**src/design/dca_cfg.svh**
```systemverilog
// Constants for the central arithmetic datapath
// Assumes inclusion by every design file that needs offsets or values
`ifndef DCA_CFG_SVH
`define DCA_CFG_SVH
// Register offsets (byte addresses)
`define DCA_OFF_CTRL 4'h0
`define DCA_OFF_SUM 4'h4
`define DCA_OFF_PROD 4'h8
`define DCA_OFF_OPND 4'hc
// Control register field positions
`define DCA_CTL_SAT 0
`define DCA_CTL_SXM 1
`define DCA_CTL_PM_LO 2
`define DCA_CTL_PM_HI 3
`define DCA_CTL_ARP_LO 4
`define DCA_CTL_ARP_HI 6
// Carry reset value and saturation limits
`define DCA_CARRY_RST 1'b1
`define DCA_SAT_MAX 32'h7fffffff
`define DCA_SAT_MIN 32'h80000000
// Shift figures
`define DCA_PM_LEFT4 5'd4
`define DCA_PM_RIGHT6 5'd6
`define DCA_HIGH_SHIFT 5'd16
`define DCA_STORE_SHIFT_MAX 3'd7
`endif

```
**src/design/dca_pkg.sv**
```systemverilog
// Types for the central arithmetic datapath
// Assumes no surroundings beyond the compile order
package dca_pkg;
  typedef enum logic [4:0] {
    DCA_OP_NOP, DCA_OP_LOAD, DCA_OP_ADD, DCA_OP_SUB, DCA_OP_ADD_WITH_CARRY_OP,
    DCA_OP_SUBTRACT_WITH_BORROW_OP, DCA_OP_AND, DCA_OP_OR, DCA_OP_XOR, DCA_OP_ADD_PROD,
    DCA_OP_SUB_PROD, DCA_OP_LOAD_PROD, DCA_OP_MPY_IMM, DCA_OP_LPH,
    DCA_OP_SFL, DCA_OP_SFR, DCA_OP_ROL, DCA_OP_ROR, DCA_OP_SETC,
    DCA_OP_CLRC, DCA_OP_LST1, DCA_OP_LEADING_BIT_ALIGN_OP, DCA_OP_INDEXED_BIT_TEST_OP, DCA_OP_AR_LOAD,
    DCA_OP_ARP_LOAD, DCA_OP_ADD_AR
  } dca_op_t;
  typedef enum logic [1:0] {
    DCA_SRC_MEM, DCA_SRC_SUM, DCA_SRC_PROD, DCA_SRC_IMM
  } dca_src_t;
  typedef enum logic [1:0] {
    DCA_MOD_NONE, DCA_MOD_INC, DCA_MOD_DEC, DCA_MOD_IDX
  } dca_mod_t;
endpackage : dca_pkg

```
**src/design/dca_prod_shift.sv**
```systemverilog
// Product shifter on the product register output
// Assumes the mode field comes from the control register
`timescale 1ns/1ps
`include "dca_cfg.svh"
module dca_prod_shift import dca_pkg::*; #(
  parameter int W = 32
) (
  // Data
  input wire logic [W-1:0] prod_in,
  input wire logic [1:0] mode_in,
  // Result
  output logic [W-1:0] shifted_out
);
  always_comb begin
    case (mode_in)
      2'b01: shifted_out = prod_in << 1;
      2'b10: shifted_out = prod_in << `DCA_PM_LEFT4;
      2'b11: shifted_out = $signed(prod_in) >>> `DCA_PM_RIGHT6;
      default: shifted_out = prod_in;
    endcase
  end
endmodule : dca_prod_shift

```
**src/design/dca_aux_file.sv**
```systemverilog
// Auxiliary register file with post-modify address unit
// Assumes the control and core provide select and load data
`timescale 1ns/1ps
`include "dca_cfg.svh"
module dca_aux_file import dca_pkg::*; #(
  parameter int W = 16,
  parameter int N = 8
) (
  // Clock and reset
  input wire logic clk_in,
  input wire logic nrst_in,
  // Control
  input wire logic [2:0] sel_in,
  input wire logic load_in,
  input wire logic [W-1:0] load_data_in,
  input wire dca_mod_t mod_in,
  // Outputs
  output logic [W-1:0] cur_out,
  output logic [W-1:0] idx_out
);
  logic [W-1:0] ar_reg [N];
  logic [W-1:0] ar_next;
  assign cur_out = ar_reg[sel_in];
  assign idx_out = ar_reg[0];
  always_comb begin
    case (mod_in)
      DCA_MOD_INC: ar_next = cur_out + 1'b1;
      DCA_MOD_DEC: ar_next = cur_out - 1'b1;
      DCA_MOD_IDX: ar_next = cur_out + ar_reg[0];
      default: ar_next = cur_out;
    endcase
  end
  always_ff @(posedge clk_in) begin
    if (!nrst_in) begin
      for (int i = 0; i < N; i++) begin
        ar_reg[i] <= '0;
      end
    end else if (load_in) begin
      ar_reg[sel_in] <= load_data_in;
    end else begin
      ar_reg[sel_in] <= ar_next;
    end
  end
endmodule : dca_aux_file

```
**src/design/dca_core.sv**
```systemverilog
// Central arithmetic unit, sum register, carry and auxiliary registers
// Assumes the sequencer supplies one operation per clock and memory data
//
// Contract
// - multiply by immediate zero clears product
// - unit combines sum with product or input
// - register shift takes operand low four bits
// - indexed bit test uses operand low bits
// - saturation clamps overflow and sets flag
// - no saturation writes raw; logic never overflows
// - overflow, zero status; jump target from sum
// - arithmetic and shifts update carry only
// - carry ops use previous carry value
// - high-half add sets, subtract clears carry
// - reset sets carry; explicit ops write it
// - carry set and clear conditions provided
// - stores shift left zero to seven
// - high store fills from low; low zero-fills
// - right shift arithmetic or logical by mode
// - left shift inserts zero; rotates through carry
// - eight auxiliary registers, three-bit pointer
// - post-modify by one or index register
// - auxiliaries load from sources, feed unit
// - align op shifts sum left to normalize
// - product passes through product shifter
//
// Chosen here: the Avalon-MM interface to the registers and the register offsets.
`timescale 1ns/1ps
`include "dca_cfg.svh"
module dca_core import dca_pkg::*; (
  // Clock and reset
  input wire logic clk_in,
  input wire logic nrst_in,
  // Operation from the sequencer
  input wire logic op_valid_in,
  input wire dca_op_t op_in,
  input wire logic [15:0] mem_data_in,
  input wire logic [15:0] imm_in,
  input wire logic [4:0] shift_in,
  input wire logic shift_by_opnd_in,
  input wire logic [15:0] mult_opnd_in,
  input wire dca_src_t ar_src_in,
  input wire dca_mod_t ar_mod_in,
  input wire logic [2:0] store_shift_in,
  // Avalon-MM slave
  input wire logic [3:0] avs_address,
  input wire logic avs_read,
  input wire logic avs_write,
  input wire logic [31:0] avs_writedata,
  output logic [31:0] avs_readdata,
  output logic avs_waitrequest,
  // Status and results
  output logic [31:0] sum_out,
  output logic carry_out,
  output logic carry_clear_out,
  output logic range_exceeded_flag_out,
  output logic sum_zero_out,
  output logic test_bit_out,
  output logic [15:0] jump_target_out,
  output logic [15:0] store_high_out,
  output logic [15:0] store_low_out,
  output logic [15:0] aux_cur_out
);
  // ****************************************
  // Registers and wires
  // ****************************************
  logic [31:0] sum_reg, sum_next;
  logic [31:0] product_register;
  logic [15:0] multiplier_operand_register;
  logic carry_reg, carry_next;
  logic ovf_reg, ovf_next;
  logic saturate_enable, sign_extend_enable;
  logic [1:0] product_shift_field;
  logic [2:0] aux_select_pointer;
  logic [31:0] prod_sh;
  logic [31:0] in_sh;
  logic [4:0] shamt;
  logic [32:0] wide;
  logic [31:0] opnd_b;
  logic ov_raw;
  logic arith_op;
  logic [15:0] aux_cur, aux_load;
  logic aux_load_en;
  logic [15:0] in_ext;
  logic busy_reg;
  logic ctrl_wr;
  logic sum_wr;
  logic [31:0] sum_new;
  // ****************************************
  // Product shifter and input shifter
  // ****************************************
  dca_prod_shift #(.W(32)) u_prod_shift (
    .prod_in(product_register),
    .mode_in(product_shift_field),
    .shifted_out(prod_sh)
  );
  assign shamt = shift_by_opnd_in ?
    {1'b0, multiplier_operand_register[3:0]} : shift_in;
  assign in_ext = (op_in == DCA_OP_ADD_AR) ? aux_cur : mem_data_in;
  assign in_sh = (sign_extend_enable ? {{16{in_ext[15]}}, in_ext}
    : {16'h0000, in_ext}) << shamt;
  // ****************************************
  // Main arithmetic unit
  // ****************************************
  always_comb begin
    opnd_b = in_sh;
    if (op_in == DCA_OP_ADD_PROD || op_in == DCA_OP_SUB_PROD ||
        op_in == DCA_OP_LOAD_PROD) begin
      opnd_b = prod_sh;
    end
  end
  always_comb begin
    wide = {1'b0, sum_reg};
    arith_op = 1'b0;
    case (op_in)
      DCA_OP_ADD, DCA_OP_ADD_PROD, DCA_OP_ADD_AR: begin
        wide = {1'b0, sum_reg} + {1'b0, opnd_b};
        arith_op = 1'b1;
      end
      DCA_OP_ADD_WITH_CARRY_OP: begin
        wide = {1'b0, sum_reg} + {1'b0, opnd_b} + {32'h0, carry_reg};
        arith_op = 1'b1;
      end
      DCA_OP_SUB, DCA_OP_SUB_PROD: begin
        wide = {1'b0, sum_reg} + {1'b0, ~opnd_b} + 33'h1;
        arith_op = 1'b1;
      end
      DCA_OP_SUBTRACT_WITH_BORROW_OP: begin
        wide = {1'b0, sum_reg} + {1'b0, ~opnd_b} + {32'h0, carry_reg};
        arith_op = 1'b1;
      end
      default: begin
        wide = {1'b0, sum_reg};
        arith_op = 1'b0;
      end
    endcase
  end
  // Signed overflow only from arithmetic ops
  always_comb begin
    ov_raw = 1'b0;
    if (arith_op) begin
      if (op_in == DCA_OP_SUB || op_in == DCA_OP_SUB_PROD ||
          op_in == DCA_OP_SUBTRACT_WITH_BORROW_OP) begin
        ov_raw = (sum_reg[31] != opnd_b[31]) && (wide[31] != sum_reg[31]);
      end else begin
        ov_raw = (sum_reg[31] == opnd_b[31]) && (wide[31] != sum_reg[31]);
      end
    end
  end
  // ****************************************
  // Next sum and carry
  // ****************************************
  always_comb begin
    sum_next = sum_reg;
    carry_next = carry_reg;
    ovf_next = ovf_reg;
    if (op_valid_in) begin
      case (op_in)
        DCA_OP_LOAD: sum_next = in_sh;
        DCA_OP_LOAD_PROD: sum_next = prod_sh;
        DCA_OP_AND: sum_next = sum_reg & in_sh;
        DCA_OP_OR: sum_next = sum_reg | in_sh;
        DCA_OP_XOR: sum_next = sum_reg ^ in_sh;
        DCA_OP_ADD, DCA_OP_ADD_WITH_CARRY_OP, DCA_OP_SUB, DCA_OP_SUBTRACT_WITH_BORROW_OP,
        DCA_OP_ADD_PROD, DCA_OP_SUB_PROD, DCA_OP_ADD_AR: begin
          sum_next = wide[31:0];
          if (ov_raw) begin
            ovf_next = 1'b1;
            if (saturate_enable) begin
              sum_next = sum_reg[31] ? `DCA_SAT_MIN : `DCA_SAT_MAX;
            end
          end
          if (op_in == DCA_OP_ADD && !shift_by_opnd_in &&
              shift_in == `DCA_HIGH_SHIFT) begin
            if (wide[32]) carry_next = 1'b1;
          end else if (op_in == DCA_OP_SUB && !shift_by_opnd_in &&
              shift_in == `DCA_HIGH_SHIFT) begin
            if (!wide[32]) carry_next = 1'b0;
          end else begin
            carry_next = wide[32];
          end
        end
        DCA_OP_SFL: begin
          sum_next = {sum_reg[30:0], 1'b0};
          carry_next = sum_reg[31];
        end
        DCA_OP_SFR: begin
          sum_next = {sign_extend_enable & sum_reg[31], sum_reg[31:1]};
          carry_next = sum_reg[0];
        end
        DCA_OP_ROL: begin
          sum_next = {sum_reg[30:0], carry_reg};
          carry_next = sum_reg[31];
        end
        DCA_OP_ROR: begin
          sum_next = {carry_reg, sum_reg[31:1]};
          carry_next = sum_reg[0];
        end
        DCA_OP_LEADING_BIT_ALIGN_OP: begin
          if (sum_reg[31] == sum_reg[30]) begin
            sum_next = {sum_reg[30:0], 1'b0};
          end
        end
        DCA_OP_SETC: carry_next = 1'b1;
        DCA_OP_CLRC: carry_next = 1'b0;
        DCA_OP_LST1: carry_next = mem_data_in[9];
        default: sum_next = sum_reg;
      endcase
    end
  end
  // ****************************************
  // State registers
  // ****************************************
  assign sum_wr = avs_write && !busy_reg && avs_address == `DCA_OFF_SUM;
  assign sum_new = sum_wr ? avs_writedata : sum_next;
  always_ff @(posedge clk_in) begin
    if (!nrst_in) begin
      sum_reg <= '0;
      carry_reg <= `DCA_CARRY_RST;
      ovf_reg <= 1'b0;
    end else begin
      sum_reg <= sum_new;
      carry_reg <= carry_next;
      ovf_reg <= ovf_next;
    end
  end
  always_ff @(posedge clk_in) begin
    if (!nrst_in) begin
      product_register <= '0;
    end else if (op_valid_in && op_in == DCA_OP_MPY_IMM) begin
      product_register <= $signed(multiplier_operand_register) *
        $signed(imm_in);
    end else if (op_valid_in && op_in == DCA_OP_LPH) begin
      product_register <= {mem_data_in, product_register[15:0]};
    end
  end
  always_ff @(posedge clk_in) begin
    if (!nrst_in) begin
      multiplier_operand_register <= '0;
    end else begin
      multiplier_operand_register <= mult_opnd_in;
    end
  end
  // ****************************************
  // Auxiliary registers
  // ****************************************
  always_comb begin
    case (ar_src_in)
      DCA_SRC_SUM: aux_load = sum_reg[15:0];
      DCA_SRC_PROD: aux_load = prod_sh[15:0];
      DCA_SRC_IMM: aux_load = imm_in;
      default: aux_load = mem_data_in;
    endcase
  end
  assign aux_load_en = op_valid_in && op_in == DCA_OP_AR_LOAD;
  dca_aux_file #(.W(16), .N(8)) u_aux (
    .clk_in(clk_in),
    .nrst_in(nrst_in),
    .sel_in(aux_select_pointer),
    .load_in(aux_load_en),
    .load_data_in(aux_load),
    .mod_in(op_valid_in ? ar_mod_in : DCA_MOD_NONE),
    .cur_out(aux_cur),
    .idx_out()
  );
  // ****************************************
  // Control register and bus slave
  // ****************************************
  assign ctrl_wr = avs_write && !busy_reg && avs_address == `DCA_OFF_CTRL;
  always_ff @(posedge clk_in) begin
    if (!nrst_in) begin
      saturate_enable <= 1'b0;
      sign_extend_enable <= 1'b1;
      product_shift_field <= 2'b00;
      aux_select_pointer <= 3'h0;
    end else if (ctrl_wr) begin
      saturate_enable <= avs_writedata[`DCA_CTL_SAT];
      sign_extend_enable <= avs_writedata[`DCA_CTL_SXM];
      product_shift_field <= avs_writedata[`DCA_CTL_PM_HI:`DCA_CTL_PM_LO];
      aux_select_pointer <= avs_writedata[`DCA_CTL_ARP_HI:`DCA_CTL_ARP_LO];
    end else if (op_valid_in && op_in == DCA_OP_ARP_LOAD) begin
      aux_select_pointer <= aux_load[2:0];
    end
  end
  // One wait cycle, then the access completes
  always_ff @(posedge clk_in) begin
    if (!nrst_in) begin
      busy_reg <= 1'b1;
      avs_waitrequest <= 1'b1;
    end else begin
      busy_reg <= !(avs_read || avs_write) || !busy_reg;
      avs_waitrequest <= !((avs_read || avs_write) && busy_reg);
    end
  end
  always_ff @(posedge clk_in) begin
    if (!nrst_in) begin
      avs_readdata <= '0;
    end else if (avs_read && busy_reg) begin
      case (avs_address)
        `DCA_OFF_CTRL: avs_readdata <= {25'h0, aux_select_pointer,
          product_shift_field, sign_extend_enable, saturate_enable};
        `DCA_OFF_SUM: avs_readdata <= sum_reg;
        `DCA_OFF_PROD: avs_readdata <= product_register;
        `DCA_OFF_OPND: avs_readdata <= {16'h0, multiplier_operand_register};
        default: avs_readdata <= 32'h0;
      endcase
    end
  end
  // ****************************************
  // Registered outputs
  // ****************************************
  always_ff @(posedge clk_in) begin
    if (!nrst_in) begin
      sum_out <= '0;
      carry_out <= 1'b0;
      carry_clear_out <= 1'b0;
      range_exceeded_flag_out <= 1'b0;
      sum_zero_out <= 1'b0;
      test_bit_out <= 1'b0;
      jump_target_out <= '0;
      store_high_out <= '0;
      store_low_out <= '0;
      aux_cur_out <= '0;
    end else begin
      sum_out <= sum_new;
      carry_out <= carry_next;
      carry_clear_out <= !carry_next;
      range_exceeded_flag_out <= ovf_next;
      sum_zero_out <= (sum_new == 32'h0);
      jump_target_out <= sum_new[15:0];
      if (op_valid_in && op_in == DCA_OP_INDEXED_BIT_TEST_OP) begin
        test_bit_out <= mem_data_in[~multiplier_operand_register[3:0]];
      end
      store_high_out <= 16'((sum_reg << store_shift_in) >> 16);
      store_low_out <= 16'(sum_reg[15:0] << store_shift_in);
      aux_cur_out <= aux_cur;
    end
  end
endmodule : dca_core

```
**config.mk**
```make
export PLATFORM = sky130hd
export DESIGN_NAME = dca_core
export DESIGN_NICKNAME = d
export VERILOG_FILES = /design/src/design/dca_pkg.sv /design/src/design/dca_prod_shift.sv /design/src/design/dca_aux_file.sv /design/src/design/dca_core.sv
export VERILOG_INCLUDE_DIRS = /design/src /design/src/design
export SDC_FILE = /design/constraint.sdc
export NUM_CORES = 2
export LEC_CHECK = 0
export BUFFER_PORTS_ARGS = -buffer_cell sky130_fd_sc_hd__buf_2
export CORE_MARGIN = 10
export CORE_UTILIZATION = 55
export DETAILED_ROUTE_END_ITERATION = 7
export MAX_ROUTING_LAYER = met4
export PLACE_DENSITY = 0.73
export SLEW_MARGIN = 20
export SYNTH_ARGS = -nofsm -noshare
export SYNTH_HDL_FRONTEND = slang
export SYNTH_SLANG_ARGS = --single-unit
```
**constraint.sdc**
```tcl
create_clock -name clk_in -period 8.9 [get_ports clk_in]
set_input_delay 0 -clock clk_in [delete_from_list [all_inputs] [get_ports clk_in]]
set_output_delay 0 -clock clk_in [all_outputs]
set_load 0.05 [all_outputs]
```
After elaboration in Yosys (flattened, before gate mapping)
Memory sizes are Yosys's and may differ from the RTL's. A register that Yosys moved wholly into a read port is not among the register bits.
Index checks and enable logic that the tools add are counted.
Word-level totals
  flip-flop bits (word level): 191
  bits in writable memories: 128
  logic and storage cells: 167
  memories: 1
Cells by class
  $add $sub $neg: 8
  multiply operators: 1
  magnitude comparators: 1
  equal/unequal tests: 42
  shift-type cells: 3
  muxes and demuxes: 45
  bitwise operators: 7
  reductions and logical operators: 38
Memories
  u_aux.ar_reg: words 8, bits a word 16, rd ports 2, clocked after memory_dff 1, write ports 8, line dca_aux_file.sv:21  | logic [W-1:0] ar_reg [N];
Operator list (count)
  $pmux W32 S11: 1
  $mux W32: 10
  $pmux W33 S4: 1
  $pmux W32 S4: 1
  $pmux W16 S3: 2
  $pmux W32 S3: 1
  $add A32 B32 Y33: 2
  $add A33 B1 Y33: 2
  $eq A5 B5 Y1 const B: 11
  $mux W16: 3
  $eq A5 B4 Y1 const B: 8
  $add A33 B1 Y33 const B: 1
  $and A32 B32 Y32: 1
  $logic_not A32 Y1: 1
  $mul A16 B16 Y32: 1
  $not A32 Y32: 1
  $or A32 B32 Y32: 1
  $shl A32 B3 Y32: 1
  $shl A32 B5 Y32: 1
  $xor A32 B32 Y32: 1
  $eq A5 B3 Y1 const B: 4
  $mux W1: 17
  $add A16 B1 Y16 const B: 1
  $add A16 B16 Y16: 1
  29 further kinds: 71

Logic depth before layout (Yosys ltp)
  depth after elaboration: 18
  mapped depth: 35
  mapped depth without buffers: 32

Cells and area by module
A second synthesis with hierarchy kept.
Second synthesis, totals
  cells, all modules: 4437
  area total of the unflattened synthesis: 37728.7 µm²
By module, submodules not included
  dca_core: times used 1, cells each 3851, area an instance 30126.4 µm²
  dca_aux_file: times used 1, cells each 536, area an instance 6776.5 µm²
  dca_prod_shift: times used 1, cells each 50, area an instance 825.8 µm²

Worst setup path before layout
Ideal clock, no wire load.
  kind: register to register
  start: reg (tool-made name)
  end: reg sum_zero_out
  setup time: 88 ps
  data arrival time: 7626 ps
  required time: 8812 ps
  path slack: 1186 ps
  stages on the path, launching flop included: 33
  period minus slack after synthesis: 7714 ps
  cells stage by stage: dfxtp_1 > clkbuf_1 > buf_1 > mux4_2 > mux2i_1 > a21oi_1 > nand2_1 > o21ai_0 > mux4_2 > nand2_1 > o21ai_0 > a22o_1 > o21bai_1 > ha_1 > or4b_1 > nor4b_2 > o311ai_1 > nor3b_2 > xnor2_2 > nand3_1 > or4_1 > buf_2 > nor4_4 > and4b_4 > xor2_2 > o2111ai_1 > o21ai_2 > buf_6 > o221a_4 > a21oi_2 > a2111oi_4 > nand4_1 > nor4_2
RTL lines
  end signal: assignment: line dca_core.sv:329  | sum_zero_out <= (sum_new == 32'h0);
  end: declaration: line dca_core.sv:57  | output logic sum_zero_out,

==> results.md <==
- After detailed routing, the average wire length per cell comes to 27.3 um.
- The kind of path behind the tightest hold check is primary input to flop.
- The top cell family by delay on the critical path is simple AND/OR/NAND/NOR gates.
- The maximum fanout count along the critical path is 14.
- The wire length the detailed router placed on met1 is 58000 um.
- The final estimated routing congestion in global placement is 1.06.
- The vias per cell is 6.56.
- The share of total power dissipated in the clock network is 0.192.
- In this run the tightest slew margin relative to its limit is 0.264.
- The synthesized-area fraction occupied by xor and xnor cells is 0.0339.
- Of the total power, registers draw 0.185.
- The maximum number of pins on one net before global-route repair is 71.
- Yosys attributes the largest share of cell area to sky130_fd_sc_hd__fa_1 (14%), sky130_fd_sc_hd__edfxtp_1 (10%), sky130_fd_sc_hd__dfxtp_1 (9.6%).
- The pre-antenna-repair detailed-routing pass consisted of 8 iterations.
- The utilization of the core after routing is 0.629.
- The clock-pin slew on the worst setup and hold paths is 0.06 ns.
- The cell count after synthesis is 4371.
- The combinational cell fraction of total power is 0.623.
- Detailed placement finished with a half-perimeter wire length of 115000 um.
- The maximum buffer depth of the clock tree is 3.
- The initial utilization of the core area, before any placement, comes to 0.557.
- The element type at the critical path start is a flop.
- Across the VDD grid, the largest voltage drop is 0.190 mV.
- In the post-synthesis netlist, the cell with the most instances is sky130_fd_sc_hd__inv_1.
- The count of warnings emitted by yosys is 0.
- The number of levels the H-tree was split into is 2.
- Measured against the total synthesized area, the mux share comes to 0.0895.
- The wire length on met3 is 17400 um.
- The internal portion of the total power is 4.62 mW.
- The synthesized design contains 305 register bits.
- The post-placement worst setup slack is 0.264 ns.
- The number of instances in the placed design is 5374.
- The net count of the finished layout is 5226.
- Between clock sinks in the finished design, the worst skew comes to 0.0253 ns.
- The share of the synthesized area in compound gates (AO/OA/AOI/OAI) was 0.185.
- The minimum clock period after layout is 8.53 ns.
- After routing the design area is 0.0416 sq mm.
- STA puts the critical path data required time at 9.39 ns.
- Setup violations remaining at the end of the flow were counted as 0.
- The max-slew violation total from the final report is 0.
- In the global route stage, overall resource usage came out at 0.387.
- The setup TNS is 0 ns.
- For this design the total switching power over the nets is 3.99 mW.
- The mean post-synth cell area is 8.43 sq um.
- The number of cell rows is 94.
- The routed design has 151000 um of wire.
- The core footprint is 0.0661 sq mm.
- The switching share of power is 0.463.
- The number of synthesized flops with an enable pin is 128.
- The largest total area in the synthesized netlist belongs to sky130_fd_sc_hd__fa_1.
- The proportion of synthesized chip area in sequential cells is 0.201.
- Synthesis produced a netlist with a net count of 4983.
- In this run the remaining antenna-violating nets after routing total 0.
- The area added between synthesis and finish is 12.9%.
- The total global routing overflow is 0.
- Total power for the finished layout comes to 8.61 mW.
- The number of I/O port buffers is 240.
- The number of global-route vias before repair came to 35.4k.
- The I/O pin total is 241.
- On the worst path, the slowest cell contributes a delay of 0.68 ns.
- The worst path buffer plus inverter count is 2.
- The final critical-path setup slack is 0.369 ns.
- Of the available clock period, the critical path in the final layout requires 0.959.
- The share of the synthesized area in the top cell type is 0.144.
- By count the netlist is led by sky130_fd_sc_hd__inv_1 (470), sky130_fd_sc_hd__nand2_1 (442), sky130_fd_sc_hd__nor2_1 (425).
- The category of the critical setup timing path is flop to flop.
- Counting distinct cell types in the post-synthesis netlist gives 118.
- The number of endpoints with negative hold slack in the final report is 0.
- For this design, the sink count on the clock tree is 305.
- For this design, the slowest cell found on the critical path is sky130_fd_sc_hd__or4_1.
- The initial antenna violation count is 13.
- Routed signal wires occupy layers up through met4.
- Summed over all cells, the static leakage comes to 17.7 nW.
- Clock tree synthesis inserted a total of 39 buffers.
- The checks that failed: design-rule violations.
- In the routed design, unresolved DRC markers number 1.
- The floorplan die width is 279 um.
- The detailed router finished its first iteration with 4685 violations.
- The run finished, with violations left.
- The number of standard cells in the layout, taps in and fillers out is 5518.
- Counting the fill cells in the layout gives 5757.
- The first global-routing pass estimated 224000 um of wire.
- The cell sitting at the root of the clock tree is a sky130_fd_sc_hd__clkbuf_16.
- At the pin with the least slew margin, the transition time is 1.10 ns.
- In this run the cell area measured after placement is 0.0395 sq mm.
- STA classifies the critical path endpoint as a flop.
- The TritonCTS clock tree is yes.
- The die covers 0.0777 sq mm.
- Hold is met by 0.0363 ns.
- Data on the critical path arrives at its endpoint at 9.02 ns.
- Clock latency on the worst-skew pair, taken at its later pin, is 0.57 ns.
- After synthesis, the largest family of logic cells by area is adder cells.
- The timing-limited maximum frequency is 0.117 GHz.
- Among all flip-flop cells after synthesis, the most frequent one is sky130_fd_sc_hd__dfxtp_1.
- The floorplan step set the die height to 279 um.
- The synthesized-area fraction occupied by and/or/nand/nor cells is 0.182.
- The max-cap violation count is 0.
- The netlist area before placement is 0.0368 sq mm.
- In the final layout, the share of cells above drive strength 1 is 0.160.
- Of the total synthesized cell area, the portion taken by full adders, half adders and majority gates is 0.226.
- The sum of met2 wire segment lengths after detailed routing is 66900 um.
- Power spread over the standard cell area amounts to 207 mW/mm^2.
- The number of flip-flops in the largest register is 128.
- The share of flip-flops with an asynchronous set or reset is 0.
- The detailed router placed 36.2k vias in this run.
==> power groups by stage <==
stage | sequential [mW] | clock (mW) | combinational [mW]
2_1_floorplan | 1.68 | 0 | 3.72
3_3_place_gp | 1.61 | 0 | 5.15
3_5_place_dp | 1.61 | 0 | 5.21
4_1_cts | 1.58 | 1.65 | 5.28
5_1_grt | 1.59 | 1.71 | 5.94
6_report | 1.59 | 1.65 | 5.36
==> layer usage <==
metal  global-route usage  up-vias
met5                    -        -
met4                0.185        0
met3               0.0839      521
met2                0.588     2407
met1                0.486    17600
li1                     -    15700
==> worst min-delay path: cells and delay by family <==
family	cells	cell delay (ns)
buffers and inverters	1	0.13
AND/OR/NAND/NOR	1	0.15
AO/OA/AOI/OAI	2	0.29
==> worst paths after layout <==
| path | start | end | slack (ns) | cells past startpoint |
|---|---|---|---|---|
| min | avs_writedata[9] | sum_out[9] | 0.04 | 4 |
| min reg2reg | avs_readdata[29] | avs_readdata[29] | 0.49 | 2 |
| max | flop | sum_zero_out | 0.37 | 32 |
| max reg2reg | flop | sum_zero_out | 0.37 | 32 |
==> layout by cell type (no fill, tap or decap), types with 15 or more instances in the layout <==
cell type / instances
sky130_fd_sc_hd__nor2b_1: 27
sky130_fd_sc_hd__a221oi_1: 49
sky130_fd_sc_hd__nor4_1: 23
sky130_fd_sc_hd__a211o_1: 16
sky130_fd_sc_hd__dlygate4sd3_1: 61
sky130_fd_sc_hd__a21oi_1: 276
sky130_fd_sc_hd__a31oi_1: 21
sky130_fd_sc_hd__xor2_1: 37
sky130_fd_sc_hd__o211ai_1: 37
sky130_fd_sc_hd__or3_1: 37
sky130_fd_sc_hd__dfxtp_1: 175
sky130_fd_sc_hd__xnor2_1: 100
sky130_fd_sc_hd__or2_2: 17
sky130_fd_sc_hd__o21ai_0: 204
sky130_fd_sc_hd__o21ai_1: 24
sky130_fd_sc_hd__mux2i_1: 80
sky130_fd_sc_hd__and2_1: 151
sky130_fd_sc_hd__nor2_1: 418
sky130_fd_sc_hd__edfxtp_1: 128
sky130_fd_sc_hd__nand4_1: 22
sky130_fd_sc_hd__inv_1: 469
sky130_fd_sc_hd__a21o_1: 29
sky130_fd_sc_hd__mux4_2: 101
sky130_fd_sc_hd__buf_2: 240
sky130_fd_sc_hd__nand2b_1: 48
sky130_fd_sc_hd__o221ai_1: 15
sky130_fd_sc_hd__nor3_1: 49
sky130_fd_sc_hd__nand2_1: 442
sky130_fd_sc_hd__nand3_1: 68
sky130_fd_sc_hd__mux2_2: 16
sky130_fd_sc_hd__clkbuf_16: 40
sky130_fd_sc_hd__a22oi_1: 113
sky130_fd_sc_hd__buf_4: 208
sky130_fd_sc_hd__fa_1: 265
sky130_fd_sc_hd__and3_1: 19
sky130_fd_sc_hd__ha_1: 238
sky130_fd_sc_hd__o31ai_1: 16
sky130_fd_sc_hd__o2111ai_1: 20
sky130_fd_sc_hd__o22ai_1: 19
sky130_fd_sc_hd__a211oi_1: 27
==> cell families after synthesis <==
logic type	Yosys count
multiplexers	201
XOR/XNOR	140
flip-flops	305
adder cells (fa/ha/maj)	505
AND/OR/NAND/NOR	1408
buffers and inverters	785
AO/OA/AOI/OAI	1027
==> cell type report <==
cell class / count / area, sq um / area share
repair buffers: 513 / 3440 / 0.0828
diodes: 10 / 25.0 / 0.000602
clock inverters: 23 / 246 / 0.00593
well taps: 864 / 1080 / 0.0260
multi-input cells: 3281 / 26500 / 0.638
flip-flops and latches: 305 / 7390 / 0.178
clock buffers: 48 / 1070 / 0.0258
inverters: 474 / 1780 / 0.0428
==> repair_timing <==
item                                    in CTS  in global routing
endpoints found under the setup margin       0                 17
hold endpoints to repair                    82                  0
buffers inserted                             0                  2
hold buffers                                61                  0
gates resized for setup                      0                 19
(Power assumes the default switching activity.)
